$ cat src/logic/flash_status_pkg.sv
/*
  Constants and types for the serial flash status register block.
  Assumes a 1 MB array split into 16 blocks of 64 KB.
*/
package flash_status_pkg;
  // ----------------------------------------
  // Instruction codes
  // ----------------------------------------
  localparam logic [7:0] READ_STATUS_CMD         = 8'h05;
  localparam logic [7:0] READ_SUSPEND_STATUS_CMD = 8'h09;
  localparam logic [7:0] READ_FOURTH_STATUS_CMD  = 8'h85;
  localparam logic [7:0] WRITE_STATUS_CMD        = 8'h01;
  localparam logic [7:0] WRITE_ENABLE_CMD        = 8'h06;
  localparam logic [7:0] WRITE_DISABLE_CMD       = 8'h04;
  localparam logic [7:0] QUAD_COMMAND_ENTRY      = 8'h38;
  localparam logic [7:0] QUAD_COMMAND_EXIT       = 8'hFF;
  // ----------------------------------------
  // Primary status fields, normal layout
  // ----------------------------------------
  localparam int BUSY_FLAG_POS  = 0;
  localparam int WR_ENABLE_POS  = 1;
  localparam int BP_LO_POS      = 2;
  localparam int BP_HI_POS      = 4;
  localparam int TOP_BOTTOM_POS = 5;
  localparam int GRAN_POS       = 6;
  localparam int GUARD_POS      = 7;
  // OTP layout
  localparam int LOCK_TWO_POS   = 1;
  localparam int LOCK_ONE_POS   = 2;
  localparam int BOOT_LOCK_POS  = 3;
  localparam int LOCK_ZERO_POS  = 7;
  // Suspend status layout
  localparam int ERASE_SUSP_POS = 2;
  localparam int PROG_SUSP_POS  = 3;
  // ----------------------------------------
  // Reset values and timing
  // ----------------------------------------
  localparam logic [7:2] NV_RESET  = 6'h00;
  localparam logic [3:0] OTP_RESET = 4'h0;
  localparam int CLK_PERIOD_NS = 8;
  localparam int WSR_TIME_NS   = 10000;
  localparam int WSR_CYCLES    = (WSR_TIME_NS + CLK_PERIOD_NS - 1) / CLK_PERIOD_NS;
  localparam int ADDR_W        = 20;
  // ----------------------------------------
  // Array operation request
  // ----------------------------------------
  typedef enum logic [1:0] {
    OP_PROGRAM = 2'h0,
    OP_SECTOR  = 2'h1,
    OP_BLOCK   = 2'h2,
    OP_CHIP    = 2'h3
  } array_op_t;
  typedef struct packed {
    array_op_t         op;
    logic              secure;
    logic [1:0]        sec_id;
    logic [ADDR_W-1:0] addr;
  } array_req_t;
endpackage

$ cat src/logic/flash_status_regs.sv
/*
  Status register bank of a serial flash: serial status reads, status
  write, write enable latch, block and boot protection, suspend flags.
  Assumes the serial clock, chip select and data pins come from a host
  far slower than core_clk_in; array engine signals are synchronous.
*/
module flash_status_regs #(
  parameter int WSR_CYCLES_P = flash_status_pkg::WSR_CYCLES
) (
  input  wire logic                        core_clk_in,
  input  wire logic                        rstn_in,
  input  wire logic                        sclk_in,
  input  wire logic                        cs_n_in,
  input  wire logic [3:0]                  dq_in,
  output logic      [3:0]                  dq_out,
  output logic      [3:0]                  dq_oe_out,
  input  wire logic                        array_busy_in,
  input  wire logic                        array_req_valid_in,
  input  wire flash_status_pkg::array_req_t array_req_in,
  output logic                             array_go_out,
  output logic                             array_refuse_out,
  input  wire logic                        erase_suspend_in,
  input  wire logic                        program_suspend_in,
  input  wire logic                        resume_in,
  input  wire logic                        otp_mode_in,
  input  wire logic                        complement_in,
  input  wire logic [7:0]                  fourth_status_in,
  output logic                             quad_mode_out,
  output logic                             hw_protect_out
);
  import flash_status_pkg::*;

  localparam int CW = $clog2(WSR_CYCLES_P + 1);

  typedef enum logic [4:0] {
    ST_IDLE  = 5'b00001,
    ST_CMD   = 5'b00010,
    ST_WDATA = 5'b00100,
    ST_READ  = 5'b01000,
    ST_HOLD  = 5'b10000
  } ser_state_t;

  // ----------------------------------------
  // Pin synchronisers
  // ----------------------------------------
  logic [1:0] sclk_s_q, cs_s_q;
  logic [3:0] dq_s1_q, dq_s2_q;
  logic       sclk_d_q, cs_d_q;

  always_ff @(posedge core_clk_in or negedge rstn_in)
  begin
    if (!rstn_in)
    begin
      sclk_s_q <= 2'h0;
      cs_s_q   <= 2'h3;
      dq_s1_q  <= 4'hF;
      dq_s2_q  <= 4'hF;
      sclk_d_q <= 1'b0;
      cs_d_q   <= 1'b1;
    end
    else
    begin
      sclk_s_q <= {sclk_s_q[0], sclk_in};
      cs_s_q   <= {cs_s_q[0], cs_n_in};
      dq_s1_q  <= dq_in;
      dq_s2_q  <= dq_s1_q;
      sclk_d_q <= sclk_s_q[1];
      cs_d_q   <= cs_s_q[1];
    end
  end

  logic sck_rise, sck_fall, cs_rise, selected;
  assign sck_rise = sclk_s_q[1] & ~sclk_d_q;
  assign sck_fall = ~sclk_s_q[1] & sclk_d_q;
  assign cs_rise  = cs_s_q[1] & ~cs_d_q;
  assign selected = ~cs_s_q[1];

  // ----------------------------------------
  // State
  // ----------------------------------------
  ser_state_t    state_q, state_d;
  logic [2:0]    icnt_q, icnt_d, ocnt_q, ocnt_d;
  logic [7:0]    sh_in_q, sh_in_d, sh_out_q, sh_out_d;
  logic [7:0]    cmd_q, cmd_d, wdata_q, wdata_d;
  logic [3:0]    dq_q, dq_d;
  logic          quad_q, quad_d, wr_en_q, wr_en_d;
  logic [7:2]    nv_q, nv_d;
  logic [3:0]    otp_q, otp_d;
  logic          wsr_busy_q, wsr_busy_d;
  logic [CW-1:0] wsr_cnt_q, wsr_cnt_d;
  logic          esusp_q, esusp_d, psusp_q, psusp_d;
  logic          go_q, go_d, refuse_q, refuse_d;
  logic          busy_now, guard_active, wsr_start;
  logic [7:0]    primary, suspend, in_byte;

  // ----------------------------------------
  // Protection decode
  // ----------------------------------------
  function automatic logic [4:0] bp_blocks(logic [2:0] bp);
    if (bp == 3'h0)
      return 5'h00;
    else if (bp > 3'h5)
      return 5'h10;
    else
      return 5'(5'h01 << (bp - 3'h1));
  endfunction

  function automatic logic blocked(array_req_t r, logic [7:2] nv, logic [3:0] otp,
                                   logic comp);
    logic [4:0] n;
    logic [4:0] blk;
    logic       hit, boot, bot, boot_en;
    n       = bp_blocks(nv[BP_HI_POS:BP_LO_POS]);
    blk     = {1'b0, r.addr[ADDR_W-1:16]};
    bot     = nv[TOP_BOTTOM_POS];
    boot_en = otp[BOOT_LOCK_POS-1];
    hit     = (bot ? (blk < n) : (blk >= 5'h10 - n)) ^ comp;
    boot    = boot_en & ((nv[GRAN_POS] && r.op != OP_BLOCK)
              ? (r.addr[ADDR_W-1:12] == (bot ? 8'h00 : 8'hFF))
              : (blk[3:0] == (bot ? 4'h0 : 4'hF)));
    if (r.secure)
      return (r.sec_id == 2'h0) ? otp[3] : (r.sec_id == 2'h1) ? otp[1] : otp[0];
    if (r.op == OP_CHIP)
      return boot_en | ((n != 5'h00) ^ comp);
    return hit | boot;
  endfunction

  // ----------------------------------------
  // Register views
  // ----------------------------------------
  always_comb
  begin
    busy_now     = wsr_busy_q | array_busy_in;
    guard_active = nv_q[GUARD_POS] & ~dq_s2_q[2] & ~quad_q;
    if (otp_mode_in)
      primary = {otp_q[3], 3'h0, otp_q[2], otp_q[1], otp_q[0], busy_now};
    else
      primary = {nv_q, wr_en_q, busy_now};
    suspend = 8'h00;
    suspend[BUSY_FLAG_POS]  = busy_now;
    suspend[ERASE_SUSP_POS] = esusp_q;
    suspend[PROG_SUSP_POS]  = psusp_q;
  end

  assign in_byte = quad_q ? {sh_in_q[3:0], dq_s2_q} : {sh_in_q[6:0], dq_s2_q[0]};

  // ----------------------------------------
  // Next state
  // ----------------------------------------
  always_comb
  begin
    logic [7:0] word;
    logic       done;
    word       = 8'h00;
    done       = (icnt_q == (quad_q ? 3'h4 : 3'h7));
    state_d    = state_q;
    icnt_d     = icnt_q;
    ocnt_d     = ocnt_q;
    sh_in_d    = sh_in_q;
    sh_out_d   = sh_out_q;
    cmd_d      = cmd_q;
    wdata_d    = wdata_q;
    dq_d       = dq_q;
    quad_d     = quad_q;
    wr_en_d    = wr_en_q;
    nv_d       = nv_q;
    otp_d      = otp_q;
    wsr_busy_d = wsr_busy_q;
    wsr_cnt_d  = wsr_cnt_q;
    wsr_start  = 1'b0;
    go_d       = 1'b0;
    refuse_d   = 1'b0;
    if (!selected)
      state_d = ST_IDLE;
    else if (state_q == ST_IDLE)
    begin
      state_d = ST_CMD;
      icnt_d  = 3'h0;
      ocnt_d  = 3'h0;
    end
    else if (sck_rise)
    begin
      sh_in_d = in_byte;
      icnt_d  = icnt_q + (quad_q ? 3'h4 : 3'h1);
      case (state_q)
        ST_CMD:
          if (done)
          begin
            cmd_d = in_byte;
            case (in_byte)
              READ_STATUS_CMD, READ_SUSPEND_STATUS_CMD, READ_FOURTH_STATUS_CMD:
                state_d = ST_READ;
              WRITE_STATUS_CMD:
                state_d = ST_WDATA;
              default:
                state_d = ST_HOLD;
            endcase
          end
        ST_WDATA:
          if (done)
          begin
            wdata_d = in_byte;
            state_d = ST_HOLD;
          end
        ST_HOLD:
          cmd_d = 8'h00;
        default:
          ;
      endcase
    end
    else if (sck_fall && state_q == ST_READ)
    begin
      case (cmd_q)
        READ_STATUS_CMD:
          word = (ocnt_q == 3'h0) ? primary : sh_out_q;
        READ_SUSPEND_STATUS_CMD:
          word = (ocnt_q == 3'h0) ? suspend : sh_out_q;
        default:
          word = (ocnt_q == 3'h0) ? fourth_status_in : sh_out_q;
      endcase
      dq_d     = quad_q ? word[7:4] : {2'h0, word[7], 1'b0};
      sh_out_d = quad_q ? {word[3:0], 4'h0} : {word[6:0], 1'b0};
      ocnt_d   = ocnt_q + (quad_q ? 3'h4 : 3'h1);
    end
    if (cs_rise && state_q == ST_HOLD)
    begin
      case (cmd_q)
        WRITE_ENABLE_CMD:
          wr_en_d = 1'b1;
        WRITE_DISABLE_CMD:
          wr_en_d = 1'b0;
        QUAD_COMMAND_ENTRY:
          quad_d = 1'b1;
        QUAD_COMMAND_EXIT:
          quad_d = quad_q ? 1'b0 : quad_q;
        WRITE_STATUS_CMD:
          if (wr_en_q && !guard_active && !busy_now)
          begin
            wsr_start = 1'b1;
            if (otp_mode_in)
              otp_d = otp_q | {wdata_q[LOCK_ZERO_POS], wdata_q[BOOT_LOCK_POS],
                               wdata_q[LOCK_ONE_POS], wdata_q[LOCK_TWO_POS]};
            else
              nv_d = wdata_q[7:2];
          end
        default:
          ;
      endcase
    end
    if (wsr_start)
    begin
      wsr_busy_d = 1'b1;
      wsr_cnt_d  = CW'(WSR_CYCLES_P - 1);
    end
    else if (wsr_busy_q)
    begin
      if (wsr_cnt_q == '0)
      begin
        wsr_busy_d = 1'b0;
        // A write enable landing in the same cycle wins
        wr_en_d    = cs_rise && state_q == ST_HOLD && cmd_q == WRITE_ENABLE_CMD;
      end
      else
        wsr_cnt_d = wsr_cnt_q - CW'(1);
    end
    if (array_req_valid_in)
    begin
      if (wr_en_q && !busy_now && !blocked(array_req_in, nv_q, otp_q, complement_in))
      begin
        go_d    = 1'b1;
        wr_en_d = cs_rise && state_q == ST_HOLD && cmd_q == WRITE_ENABLE_CMD;
      end
      else
        refuse_d = 1'b1;
    end
  end

  always_comb
  begin
    esusp_d = erase_suspend_in ? 1'b1 : (resume_in ? 1'b0 : esusp_q);
    psusp_d = program_suspend_in ? 1'b1 : (resume_in ? 1'b0 : psusp_q);
  end

  // ----------------------------------------
  // Registers
  // ----------------------------------------
  always_ff @(posedge core_clk_in or negedge rstn_in)
  begin
    if (!rstn_in)
    begin
      state_q    <= ST_IDLE;
      icnt_q     <= 3'h0;
      ocnt_q     <= 3'h0;
      sh_in_q    <= 8'h00;
      sh_out_q   <= 8'h00;
      cmd_q      <= 8'h00;
      wdata_q    <= 8'h00;
      dq_q       <= 4'h0;
      quad_q     <= 1'b0;
      wr_en_q    <= 1'b0;
      nv_q       <= NV_RESET;
      otp_q      <= OTP_RESET;
      wsr_busy_q <= 1'b0;
      wsr_cnt_q  <= '0;
      esusp_q    <= 1'b0;
      psusp_q    <= 1'b0;
      go_q       <= 1'b0;
      refuse_q   <= 1'b0;
    end
    else
    begin
      state_q    <= state_d;
      icnt_q     <= icnt_d;
      ocnt_q     <= ocnt_d;
      sh_in_q    <= sh_in_d;
      sh_out_q   <= sh_out_d;
      cmd_q      <= cmd_d;
      wdata_q    <= wdata_d;
      dq_q       <= dq_d;
      quad_q     <= quad_d;
      wr_en_q    <= wr_en_d;
      nv_q       <= nv_d;
      otp_q      <= otp_d;
      wsr_busy_q <= wsr_busy_d;
      wsr_cnt_q  <= wsr_cnt_d;
      esusp_q    <= esusp_d;
      psusp_q    <= psusp_d;
      go_q       <= go_d;
      refuse_q   <= refuse_d;
    end
  end

  assign dq_out           = dq_q;
  assign dq_oe_out        = (state_q == ST_READ) ? (quad_q ? 4'hF : 4'h2) : 4'h0;
  assign array_go_out     = go_q;
  assign array_refuse_out = refuse_q;
  assign quad_mode_out    = quad_q;
  assign hw_protect_out   = guard_active;
endmodule

$ cat config.mk
export PLATFORM = sky130hd
export DESIGN_NAME = flash_status_regs
export DESIGN_NICKNAME = d
export VERILOG_FILES = /design/src/logic/flash_status_pkg.sv /design/src/logic/flash_status_regs.sv
export SDC_FILE = /design/constraint.sdc
export NUM_CORES = 1
export LEC_CHECK = 0
export ABC_AREA = 1
export BUFFER_PORTS_ARGS = -buffer_cell sky130_fd_sc_hd__buf_2
export CAP_MARGIN = 0
export CORE_MARGIN = 2
export CORE_UTILIZATION = 55
export DETAILED_ROUTE_END_ITERATION = 8
export GPL_TIMING_DRIVEN = 0
export PLACE_DENSITY = 0.78
export SYNTH_ARGS = -nofsm -noshare
export SYNTH_HDL_FRONTEND = slang
export SYNTH_SLANG_ARGS = --single-unit
export TNS_END_PERCENT = 5
$ cat constraint.sdc
create_clock -name core_clk_in -period 2.2 [get_ports core_clk_in]
set_input_delay 0.11 -clock core_clk_in [delete_from_list [all_inputs] [get_ports core_clk_in]]
set_output_delay 0.11 -clock core_clk_in [all_outputs]
set_load 0.1 [all_outputs]
# Yosys cells after proc, flatten, opt, wreduce, memory -nomap -nowiden
# Cells that the tools add are included.
[classes]
add_sub_neg = 5
multipliers = 0
div_mod_pow = 0
magnitude_cmp = 3
n_eq_ne = 27
n_shift = 1
mux = 69
bitwise_logic = 21
n_reduce_logical = 37
[ops]
columns = ["cell", "n"]
rows = [
  ["$mux 8", 8],
  ["$mux 5", 8],
  ["$mux 1", 33],
  ["$mux 11", 3],
  ["$eq 8x3->1 const B", 4],
  ["$pmux 8 s2", 2],
  ["$pmux 5 s2", 2],
  ["$mux 3", 6],
  ["$eq 8x1->1 const B", 2],
  ["$eq 8x4->1 const B", 2],
  ["$eq 8x8->1 const B", 2],
  ["$mux 4", 4],
  ["$reduce_and 4->1", 4],
  ["$reduce_bool 2->1", 7],
  ["$logic_not 11->1", 1],
  ["$sub 11x1->11 const B", 1],
  ["$reduce_and 5->1", 2],
  ["$not 1->1", 9],
  ["$eq 8x6->1 const B", 1],
  ["$eq 8x8->1", 1],
  ["$logic_and 1x1->1", 8],
  ["$ne 4x4->1 const B", 2],
  ["$add 3x3->3", 2],
  ["$and 1x1->1", 6],
  ["other kinds (31)", 43],
]
[totals]
ff_bits = 88
latchBits = 0
mem_bits_rw = 0
romBits = 0
input_bits = 48
out_inout_bits = 12
elab_cells = 187
memories = 0

# Logic depth before layout (Yosys ltp)
# Gate-level depths: netlist of the first run.
[depth]
word_depth = 17
mapped_depth = 19
depth_no_buf = 19

# Least setup slack after synthesis of the first run
# OpenSTA, ideal clock, no wires.
[synth_timing]
kind = "flip-flop to output port"
startpoint = "register quad_q, in the netlist quad_mode_out"
endpoint = "output port dq_oe_out[2]"
t_arrival_ns = 3.155
required_ns = 2.090
slack_ns = -1.065
stages_incl_launch_ff = 5
path_cell_list = "dfrtp_1 -> buf_2 -> inv_1 -> nor2_1 -> buf_4"
[synth_between]
elab_chain_cells = 2
[synth_rtl]
columns = ["element", "line_no", "source"]
rows = [
  ["from (decl)", "flash_status_regs.sv:86", "logic quad_q, quad_d, wr_en_q, wr_en_d;"],
  ["from (signal assigned)", "flash_status_regs.sv:320", "quad_q <= quad_d;"],
  ["$mux 4 (2 in a row)", "flash_status_regs.sv:334", "assign dq_oe_out = (state_q == ST_READ) ? (quad_q ? 4'hF : 4'h2) : 4'h0;"],
  ["to (decl)", "flash_status_regs.sv:16", "output logic [3:0] dq_oe_out,"],
]
# Every way passes these cells.

# Final worst setup path of the first run
[layout_timing]
startpoint = "register nv_q[4] in the netlist's numbering"
endpoint = "register wr_en_q"
[layout_between]
elab_chain_cells = 17
elab_cells_between_ends = 24
classes_between = "2 x add/sub; 3 x order compare; 1 x shift; 10 x mux; 4 x bitwise; 4 x reduce/logical"
[layout_rtl]
columns = ["element", "line_no", "source"]
rows = [
  ["from (decl)", "flash_status_regs.sv:87", "logic [7:2] nv_q, nv_d;"],
  ["from (signal assigned)", "flash_status_regs.sv:322", "nv_q <= nv_d;"],
  ["$sub 3x1->3", "flash_status_regs.sv:105", "return 5'(5'h01 << (bp - 3'h1));"],
  ["$shl 1x3->5", "flash_status_regs.sv:105", ""],
  ["$mux 5", "flash_status_regs.sv:102", "else if (bp > 3'h5)"],
  ["$mux 5 (*)", "flash_status_regs.sv:100", "if (bp == 3'h0)"],
  ["$mux 5 (*)", "flash_status_regs.sv:266", "if (array_req_valid_in)"],
  ["$sub 5x5->5", "flash_status_regs.sv:117", "hit = (bot ? (blk < n) : (blk >= 5'h10 - n)) ^ comp;"],
  ["$ge 4x5->1", "flash_status_regs.sv:117", ""],
  ["$mux 1", "flash_status_regs.sv:117", ""],
  ["(+2 left out)", "-", ""],
  ["$mux 1 (*)", "flash_status_regs.sv:125", "return hit | boot;"],
  ["$mux 1 (*)", "flash_status_regs.sv:123", "if (r.op == OP_CHIP)"],
  ["$mux 1 (*)", "flash_status_regs.sv:266", ""],
  ["$logic_not 1->1 (*)", "flash_status_regs.sv:268", "if (wr_en_q && !busy_now && !blocked(array_req_in, nv_q, otp_q, complement_in))"],
  ["$logic_and 1x1->1 (*)", "flash_status_regs.sv:268", ""],
  ["$mux 1 (*)", "flash_status_regs.sv:268", ""],
  ["$mux 1 (*)", "flash_status_regs.sv:266", ""],
  ["named net wr_en_d", "flash_status_regs.sv:86", ""],
  ["to (signal assigned)", "flash_status_regs.sv:321", "wr_en_q <= wr_en_d;"],
  ["to (decl)", "flash_status_regs.sv:86", ""],
]
# The timed path passes the listed nets; every way through them passes the cells marked *. The select of a mux whose other input is x is not followed.
# A chain may end at the register's enable or synchronous reset.

==> results of run 1 <==
[what timing repair did]
action / in CTS / in global routing
pin swaps: 0 / 1
setup buffers: 0 / 3
endpoints found under the hold margin: 33 / 0
endpoints found under the setup margin: 8 / 16
resized for setup: 3 / 9
hold buffers: 11 / 0
[how the worst max path moves through the flow]
stage                        from        to  slack [ps]  depth (start not counted)
detailed placement  quad_mode_out  cmd_q[0]        -130                         11
CTS                 quad_mode_out  cmd_q[0]          10                         11
global route              nv_q[4]   wr_en_q         -60                         14
floorplan           quad_mode_out  cmd_q[0]          60                         11
global placement    quad_mode_out  cmd_q[0]        -110                         11
finish                    nv_q[4]   wr_en_q         120                         14
[cells by family (layout without fill, tap and decap cells)]
kind of cell | count (synthesis) | in the layout
AOI/OAI and AO/OA | 100 | 100
buffers and inverters | 89 | 166
adders and majority gates | 13 | 13
xor gates and xnor gates | 7 | 7
and+or+nand+nor | 232 | 232
muxes | 2 | 2
DFF | 86 | 86
[power by group]
group          switching [uW]  internal, uW
registers                61.1          1690
clock network             550           520
logic                     350           191
[layer usage]
metal	wire length [um]	global-route usage
met1	4380	0.312
met2	4720	0.384
met3	420	0.0451
met4	141	0.0821
met5	0	0
[state kept, by name, indices dropped and copies added (netlist names), 3 cells and up]
name       count
ocnt_q         3
cmd_q          8
wsr_cnt_q     11
sh_out_q       7
state_q        5
dq_s2_q        4
sh_in_q        7
dq_s1_q        4
wdata_q        7
nv_q           6
otp_q          4
icnt_q         3
dq_out         4
[through the flow]
step	instance area, um2	hold WS, ps	instances	utilization
after CTS	5100	45.3	705	0.660
after global routing	5150	59.7	708	0.667
final	5150	53.7	708	0.667
after global placement	4770	216	677	0.617
after detailed placement	4800	45.2	678	0.621
after floorplan	4410	-186	529	-
[area by class of cell]
class	count	area (um2)	area share
inverter	79	302	0.0585
clock buffer	11	131	0.0255
timing repair buffer	61	393	0.0763
multi-input combinational	354	1920	0.372
sequential	86	2170	0.421
tap	102	128	0.0248
buffer	10	60.1	0.0117
clock inverter	5	52.6	0.0102
[worst max-delay path: stages, from the launching register on]
cell	delay [ps]
dfrtp_1	450
inv_2	100
nor2_1	150
inv_1	80
nand2_1	100
ha_4	210
a21o_1	180
a21oi_1	120
o21ai_1	110
nand3_1	120
nand3_1	80
nand2_1	70
nand3_1	100
nand2_1	90
nand2_1	50
[cell usage in the layout, fill, tap and decap left out, drive strengths merged, types with 4 or more instances in the layout]
cell	n
buf	55
inv	79
nand2	110
o21ai	48
or2	9
nand4	8
dfrtp	74
nor2	50
dfstp	12
o21bai	4
o211ai	10
xnor2	4
a21oi	19
nor3	14
o22ai	7
ha	13
clkbuf	16
dlygate4sd3	11
nand3	34
==> flow_summary.toml, run 1 <==
[sta]
rsz0062_at_grt = "true"
fmax_mhz = 481
period_minus_slack_ps = 2080
setup_viol = 0
finalHoldViolCount = 0
setup_slack_ps = 121
final.period_utilization = 0.945
relSlewSlack = 0.547
finClkSkew_ps = 20.5
slew_violations = 0
tightest_slew_ps = 675
tns_ps = 0

[setup_path]
crit_path_max_fanout = 6
start_kind = "register"
reg2reg_slack_ps = 120
critPathKind = "register to register"
reg2reg_to = "wr_en_q"
worstPathRequired_ps = 2460
critical_path_arrival_ps = 2340
cp-end-kind = "register"
reg2reg_from = "nv_q[4]"
rr_worst_depth = 14

[synth]
synth_compound_area_frac = 0.131
yosysWarnings = 0
syn_area_um2 = 4400
synth_top_flop_cell = "dfrtp_1"
yosys-mux-area-fraction = 0.00484
yosys_register_bits = 86
synth_fa_ha_area_frac = 0.0370
netlist_instances = 529
synth_area_leaders = "dfrtp_1 (42%), nand2_1 (9.3%), dfstp_2 (7.2%)"
synth_top_family_by_area = "simple AND/OR/NAND/NOR gates"
syn_nets = 590
synth_edf_count = 0
avgSynthCellArea_um2 = 8.31
synth_most_common_cell = "nand2_1"
synth_top_area_cell = "dfrtp_1"
synth_common_cells = "nand2_1 (109), inv_1 (78), dfrtp_1 (74), o21ai_0 (47), nor2_1 (45)"
synth_xor_area_frac = 0.0139
async_reset_ff_frac = 1.00
ys_types = 42
ys_seq_area_frac = 0.493
synth_simple_gate_area_frac = 0.240
synth_top_area_frac = 0.421

[die]
fp-row-count = 32
die_y_um = 93.4
die_area_um2 = 8730
io_pins = 60
core_um2 = 7730
fp.dieW_um = 93.4
start_util = 0.569

[grt]
grt_antenna_before_repair = 0
grt_overflow = 0
grt_max_degree = 63
grt_pass1_wl_um = 16000
grtUsageTotal = 0.234
grt_pass1_vias = 3517

[route]
wire_per_inst_um = 13.7
drt-pass1-iter-count = 4
drtIter0Drc = 217
avgViaCountPerCell = 5.28
dr_total_vias = 3741
drc = 0
drt_wl_total_um = 9670
drtAntennaViolNets = 0

[placement]
place_congestion = 0.891
pre_cts_ws_ps = -129
hpwl_um = 7200
port_buffers = 46

[layout]
n_fill_cell = 632
drive_gt1_frac = 0.188
area_delta_synth_final_pct = 17.2
final_nets = 662
num_antenna_cells = 0

[clock_network]
clkLatencyLatePin_ps = 360
cts-buffers-inserted = 9
ctsRootBufferMaster = "clkbuf_8"
cts.htree.levels = 3
clk_path_buf_depth = 2
clk_pin_slew_ps = 90
clkSinkCount = 86
cts_tree = "yes"

[power_and_ir_drop]
power.density_nw_per_um2 = 653
vdd_drop_max_uv = 517
total_leakage_power_uw = 0.00250
power_uw = 3360

[outcome]
status = "completed"

[run]
maxCapViolations = 0

[hold_path]
min_from = "array_req_in[22]"
min_to = "array_refuse_out"
hold_depth = 4
min_path_type = "input pin to register"
Power figures use the tool's default switching activity.
==> run 2, diff against run 1 <==
--- a/config.mk
+++ b/config.mk
@@ -5,7 +5,6 @@
 export SDC_FILE = /design/constraint.sdc
 export NUM_CORES = 1
 export LEC_CHECK = 0
-export ABC_AREA = 1
 export BUFFER_PORTS_ARGS = -buffer_cell sky130_fd_sc_hd__buf_2
 export CAP_MARGIN = 0
 export CORE_MARGIN = 2
==> run 2 against run 1 <==
Net effect: the run now ends with negative setup slack left; clock skew shrank 5.3 ps; fmax is 13% lower; global-route usage grew 1.8 points; worst hold slack worse by 35 ps; highest routed layer unchanged; critical path type unchanged.
==> flow_summary.toml, run 2 <==
[outcome]
status = "finished with violations"
violations = "negative setup slack"

[clock_network]
clkSinkCount = 86
cts_tree = "yes"
clk_pin_slew_ps = 90
clk_path_buf_depth = 2
ctsRootBufferMaster = "clkbuf_8"
cts-buffers-inserted = 9
clkLatencyLatePin_ps = 360
cts.htree.levels = 3

[setup_path]
critPathKind = "register to register"
rr_worst_depth = 5
cp-end-kind = "register"
crit_path_max_fanout = 6
reg2reg_slack_ps = -200
reg2reg_from = "cmd_q[6]"
critPathLaunch = "cmd_q[6]"
critical_path_arrival_ps = 2640
worstPathRequired_ps = 2440
reg2reg_to = "nv_q[5]"
start_kind = "register"

[die]
die_y_um = 93.7
core_um2 = 7770
fp-row-count = 32
fp.dieW_um = 93.7
io_pins = 60
start_util = 0.569
die_area_um2 = 8770

[sta]
tightest_slew_ps = 869
relSlewSlack = 0.416
fmax_mhz = 416
rsz0062_at_grt = "true"
setup_slack_ps = -202
finClkSkew_ps = 15.2
slew_violations = 0
finalHoldViolCount = 0
setup_viol = 23
period_minus_slack_ps = 2400
final.period_utilization = 1.09

[route]
drt-pass1-iter-count = 5
drc = 0
drtIter0Drc = 206
drt_wl_total_um = 10700
dr_total_vias = 3838
avgViaCountPerCell = 6.00
wire_per_inst_um = 16.8
drtAntennaViolNets = 0

[layout]
fin_cells = 640
multi_input_area_um2 = 2320
reg_top3 = "wsr_cnt_q: 11 flops, cmd_q: 8 flops"
num_antenna_cells = 0
n_fill_cell = 575
finish.instance_area_um2 = 5490
area_delta_synth_final_pct = 24.3
seq_area_um2 = 2180
drive_gt1_frac = 0.303
final_cell_mix = "dfrtp_1 (67), nand2_1 (55), buf_2 (48)"
fin_util = 0.707
mostFrequentLayoutCell = "dfrtp_1"
largest_register_ffs = 11
regMostFlops = "wsr_cnt_q"
final_nets = 594

[placement]
place_area_um2 = 4890
place_congestion = 0.880
port_buffers = 47
dp_cells = 599
hpwl_um = 7170

[hold_path]
min_from = "array_req_valid_in"
min_to = "array_go_out"
hold_depth = 3
min_path_type = "input pin to register"

[grt]
grt_overflow = 0
grt_antenna_before_repair = 0
grt_pass1_wl_um = 17400
grt_pass1_vias = 3669
grt_max_degree = 65
grtUsageTotal = 0.253

[synth]
avgSynthCellArea_um2 = 9.85
syn_nets = 510
syn_area_um2 = 4420
synth_top_area_frac = 0.419
synth_top_area_cell = "dfrtp_1"
async_reset_ff_frac = 1.00
netlist_instances = 449
synth_edf_count = 0
ys_types = 58
synth_common_cells = "dfrtp_1 (74), nand2_1 (57), nor2_1 (44), o21ai_0 (29), a21oi_1 (17)"
synth_area_leaders = "dfrtp_1 (42%), dfstp_2 (7.1%), nand2_1 (4.8%)"
yosys_register_bits = 86
synth_top_flop_cell = "dfrtp_1"
ys_seq_area_frac = 0.490
yosysWarnings = 0
synth_most_common_cell = "dfrtp_1"

[power_and_ir_drop]
power.density_nw_per_um2 = 707
total_leakage_power_uw = 0.00239
power_uw = 3880
vdd_drop_max_uv = 649

[run]
maxCapViolations = 0
[run 2: timing repair]
action,in CTS,in global routing
hold buffers,9,0
buffers inserted,8,12
resized for setup,25,29
hold endpoints to repair,30,0
pin swaps,6,16
endpoints found under the setup margin,51,61
[run 2: how the worst max path moves through the flow]
stage                 endpoint  slack, ps  depth (start not counted)
floorplan           state_q[2]       -290                          9
global placement       wr_en_q       -400                         10
detailed placement     wr_en_q       -530                         10
CTS                    nv_q[5]       -290                          6
global route           nv_q[5]       -240                          6
finish                 nv_q[5]       -200                          5
[run 2: layer usage]
| metal | vias up | GRT usage | share of wire |
|---|---|---|---|
| li1 | 1808 | - | - |
| met2 | 139 | 0.413 | 0.49 |
| met3 | 16 | 0.0297 | 0.048 |
| met4 | 0 | 0.0942 | 0.017 |
| met5 | - | 0 | 0 |
| met1 | 1875 | 0.349 | 0.45 |
[run 2: layout make-up]
| cell class | instances | area share |
|---|---|---|
| Sequential cell | 86 | 0.396 |
| Clock inverter | 6 | 0.0123 |
| Tap cell | 102 | 0.0232 |
| Timing Repair Buffer | 77 | 0.0925 |
| Clock buffer | 10 | 0.0251 |
| Inverter | 13 | 0.0112 |
| Multi-Input combinational cell | 330 | 0.422 |
| Buffer | 16 | 0.0175 |
[run 2: worst max-delay path, cell delays in order (launching register included)]
cell,delay (ps)
dfrtp_1,430
or4b_4,510
or2_1,240
or4_4,570
nor2_8,200
mux2_4,320
[run 2: kinds of logic after synthesis]
logic type	after synthesis	share of synthesized area
AOI/OAI and AO/OA	100	0.154
xor gates and xnor gates	13	0.0258
adders and majority gates	13	0.0368
buffers and inverters	33	0.0325
DFF	86	0.490
muxes	23	0.0555
and+or+nand+nor	181	0.206
[run 2: power breakdown]
part           switching, uW  internal [uW]  leakage (uW)
registers                132           1730       0.00104
clock network            600            562     0.0000993
logic                    506            351       0.00125
total                   1240           2640       0.00239
[run 2: per-stage QoR]
| step | hold slack [ps] | worst slack [ps] | TNS, ps |
|---|---|---|---|
| global placement | 215 | -397 | -7520 |
| detailed placement | 30.5 | -528 | -9110 |
| floorplan | -186 | -287 | -4860 |
| global route | 49.3 | -241 | -5140 |
| CTS | 4.62 | -294 | -4850 |
| finish | 18.4 | -202 | -2380 |
==> run 3, diff against run 2 <==
--- a/config.mk
+++ b/config.mk
@@ -6,12 +6,13 @@
 export NUM_CORES = 1
 export LEC_CHECK = 0
 export BUFFER_PORTS_ARGS = -buffer_cell sky130_fd_sc_hd__buf_2
-export CAP_MARGIN = 0
+export CELL_PAD_IN_SITES_DETAIL_PLACEMENT = 2
+export CELL_PAD_IN_SITES_GLOBAL_PLACEMENT = 2
 export CORE_MARGIN = 2
-export CORE_UTILIZATION = 55
+export CORE_UTILIZATION = 36
 export DETAILED_ROUTE_END_ITERATION = 8
 export GPL_TIMING_DRIVEN = 0
-export PLACE_DENSITY = 0.78
+export PLACE_DENSITY = 0.8
 export SYNTH_ARGS = -nofsm -noshare
 export SYNTH_HDL_FRONTEND = slang
 export SYNTH_SLANG_ARGS = --single-unit
==> run 3 against run 2 <==
Net effect: the run still ends with negative setup slack left; first-iteration DRC count is 12% lower; sequential cell count stayed put; sequential share of layout area is 1.5 points lower; final area is 4.0% higher; utilization is 23 points lower; via count is 2.3% higher; combinational power is 2% higher; register-to-register slack worse by 50 ps; setup slack worse by 54 ps; global-route usage is 3.2 points lower; sequential power hardly changed; final cell count is 7.3% higher; critical endpoint is now nv_q[7]; highest routed layer unchanged.
==> flow_summary.toml, run 3 (synthesis results as in run 2) <==
[die]
io_pins = 60
start_util = 0.368
core_um2 = 12000
fp-row-count = 40
die_y_um = 115
fp.dieW_um = 115
die_area_um2 = 13200

[route]
drtIter0Drc = 182
drt-pass1-iter-count = 4
drtAntennaViolNets = 0
avgViaCountPerCell = 5.72
drt_wl_total_um = 14700
drc = 0
wire_per_inst_um = 21.3
dr_total_vias = 3928

[layout]
regMostFlops = "wsr_cnt_q"
final_cell_mix = "dfrtp_1 (67), nand2_1 (55), buf_2 (45)"
num_antenna_cells = 0
final_nets = 596
mostFrequentLayoutCell = "dfrtp_1"
largest_register_ffs = 11
area_delta_synth_final_pct = 29.2
reg_top3 = "wsr_cnt_q: 11 flops, cmd_q: 8 flops"
finish.instance_area_um2 = 5710
drive_gt1_frac = 0.320

[power_and_ir_drop]
p_switching_uw = 1320
seqPwrFrac = 0.436
power.density_nw_per_um2 = 755
total_leakage_power_uw = 0.00248
sw_frac_of_total = 0.307
intPower_uw = 2990
comb_power_share = 0.202
vdd_drop_max_uv = 602
p_clk_frac = 0.362

[grt]
grtUsageTotal = 0.221
grt_antenna_before_repair = 0
grt_overflow = 0
grt_max_degree = 59
grt.met1_usage = 0.278
globalRouteMet2Util = 0.393
busiest_layer = "met2"
grt_pass1_wl_um = 22500
grt_pass1_vias = 4267
met3_usage = 0.0380

[clock_network]
clk_pin_slew_ps = 60
clkSinkCount = 86
cts-buffers-inserted = 9
ctsRootBufferMaster = "clkbuf_16"
clk_path_buf_depth = 2
cts.htree.levels = 3
clkLatencyLatePin_ps = 350
cts_tree = "yes"

[sta]
fmax_mhz = 407
slew_violations = 0
finClkSkew_ps = 6.97
rsz0062_at_grt = "true"
finalHoldViolCount = 0
tns_ps = -3020
setup_slack_ps = -255
tightest_slew_ps = 893
final.period_utilization = 1.12
setup_viol = 28
relSlewSlack = 0.400
period_minus_slack_ps = 2460

[placement]
place_area_um2 = 4940
port_buffers = 47
place_congestion = 0.808
hpwl_um = 9600

[run]
maxCapViolations = 0

[setup_path]
worstPathRequired_ps = 2440
critPathKind = "register to register"
critical_path_arrival_ps = 2690
crit_path_max_fanout = 6
start_kind = "register"
rr_worst_depth = 5
cp-end-kind = "register"

[hold_path]
hold_depth = 3
min_path_type = "input pin to register"

[outcome]
violations = "negative setup slack"
status = "finished with violations"
-- run 3: cell count changes in the layout (fill, tap and decap cells not counted), moves of 3 or more --
cell       delta
buf_2         -3
buf_4         +5
or3_1         -3
clkbuf_8      -9
clkbuf_16     +9
or3_4         +3
-- run 3: power by group through the flow --
stage                     clock network [uW]  logic [uW]  registers, uW
after detailed placement                   0         790           1870
after global routing                    1650         965           1900
after CTS                               1590         855           1870
after global placement                     0         743           1860
after floorplan                            0         456           1920
final                                   1560         873           1880
-- run 3: final cells by class --
cell class,instances,area [um2]
Fill cell,1271,6300
Multi-Input combinational cell,330,2360
Sequential cell,86,2180
Timing Repair Buffer,80,533
Clock buffer,11,243
Tap cell,147,184
Buffer,15,97.6
Inverter,13,61.3
Clock inverter,5,57.6
-- run 3: final timing paths --
check                       startpoint      endpoint  slack, ps
max reg2reg                   cmd_q[1]       nv_q[7]       -260
max in group asynchronous      rstn_in    state_q[0]       1280
min in group asynchronous      rstn_in  wsr_cnt_q[5]        240
max                           cmd_q[1]       nv_q[7]       -260
min                          resume_in       esusp_q         60
min reg2reg                sclk_s_q[0]   sclk_s_q[1]        350
-- run 3: timing repair --
item                                   in CTS  in global routing
endpoints found under the hold margin      35                  0
pin swaps                                  10                 10
resized for setup                          39                 27
cloned                                      0                  0
buffers inserted                           15                  8
setup endpoints to repair                  62                 63
hold buffers                                9                  0
-- run 3: worst max-delay path: stages (launching register included) --
cell,delay (ps)
dfrtp_1,410
or4b_4,560
or2_4,270
or4_4,570
nor2_8,200
mux2_4,330
-- run 3: layer usage --
metal	routed length, um	part of all wire
met2	7660	0.52
met1	6370	0.43
met5	0	0
met3	337	0.023
met4	298	0.020
-- run 3: through the flow --
step | util | power [uW] | setup slack [ps] | hold WS (ps) | cells
2_1_floorplan | - | 2370 | -287 | -186 | 449
3_3_place_gp | 0.409 | 2600 | -453 | 216 | 643
3_5_place_dp | 0.412 | 2660 | -543 | 75.2 | 644
4_1_cts | 0.464 | 4310 | -281 | 51.9 | 681
5_1_grt | 0.476 | 4520 | -288 | 61.9 | 687
6_report | 0.476 | 4310 | -255 | 57.9 | 687
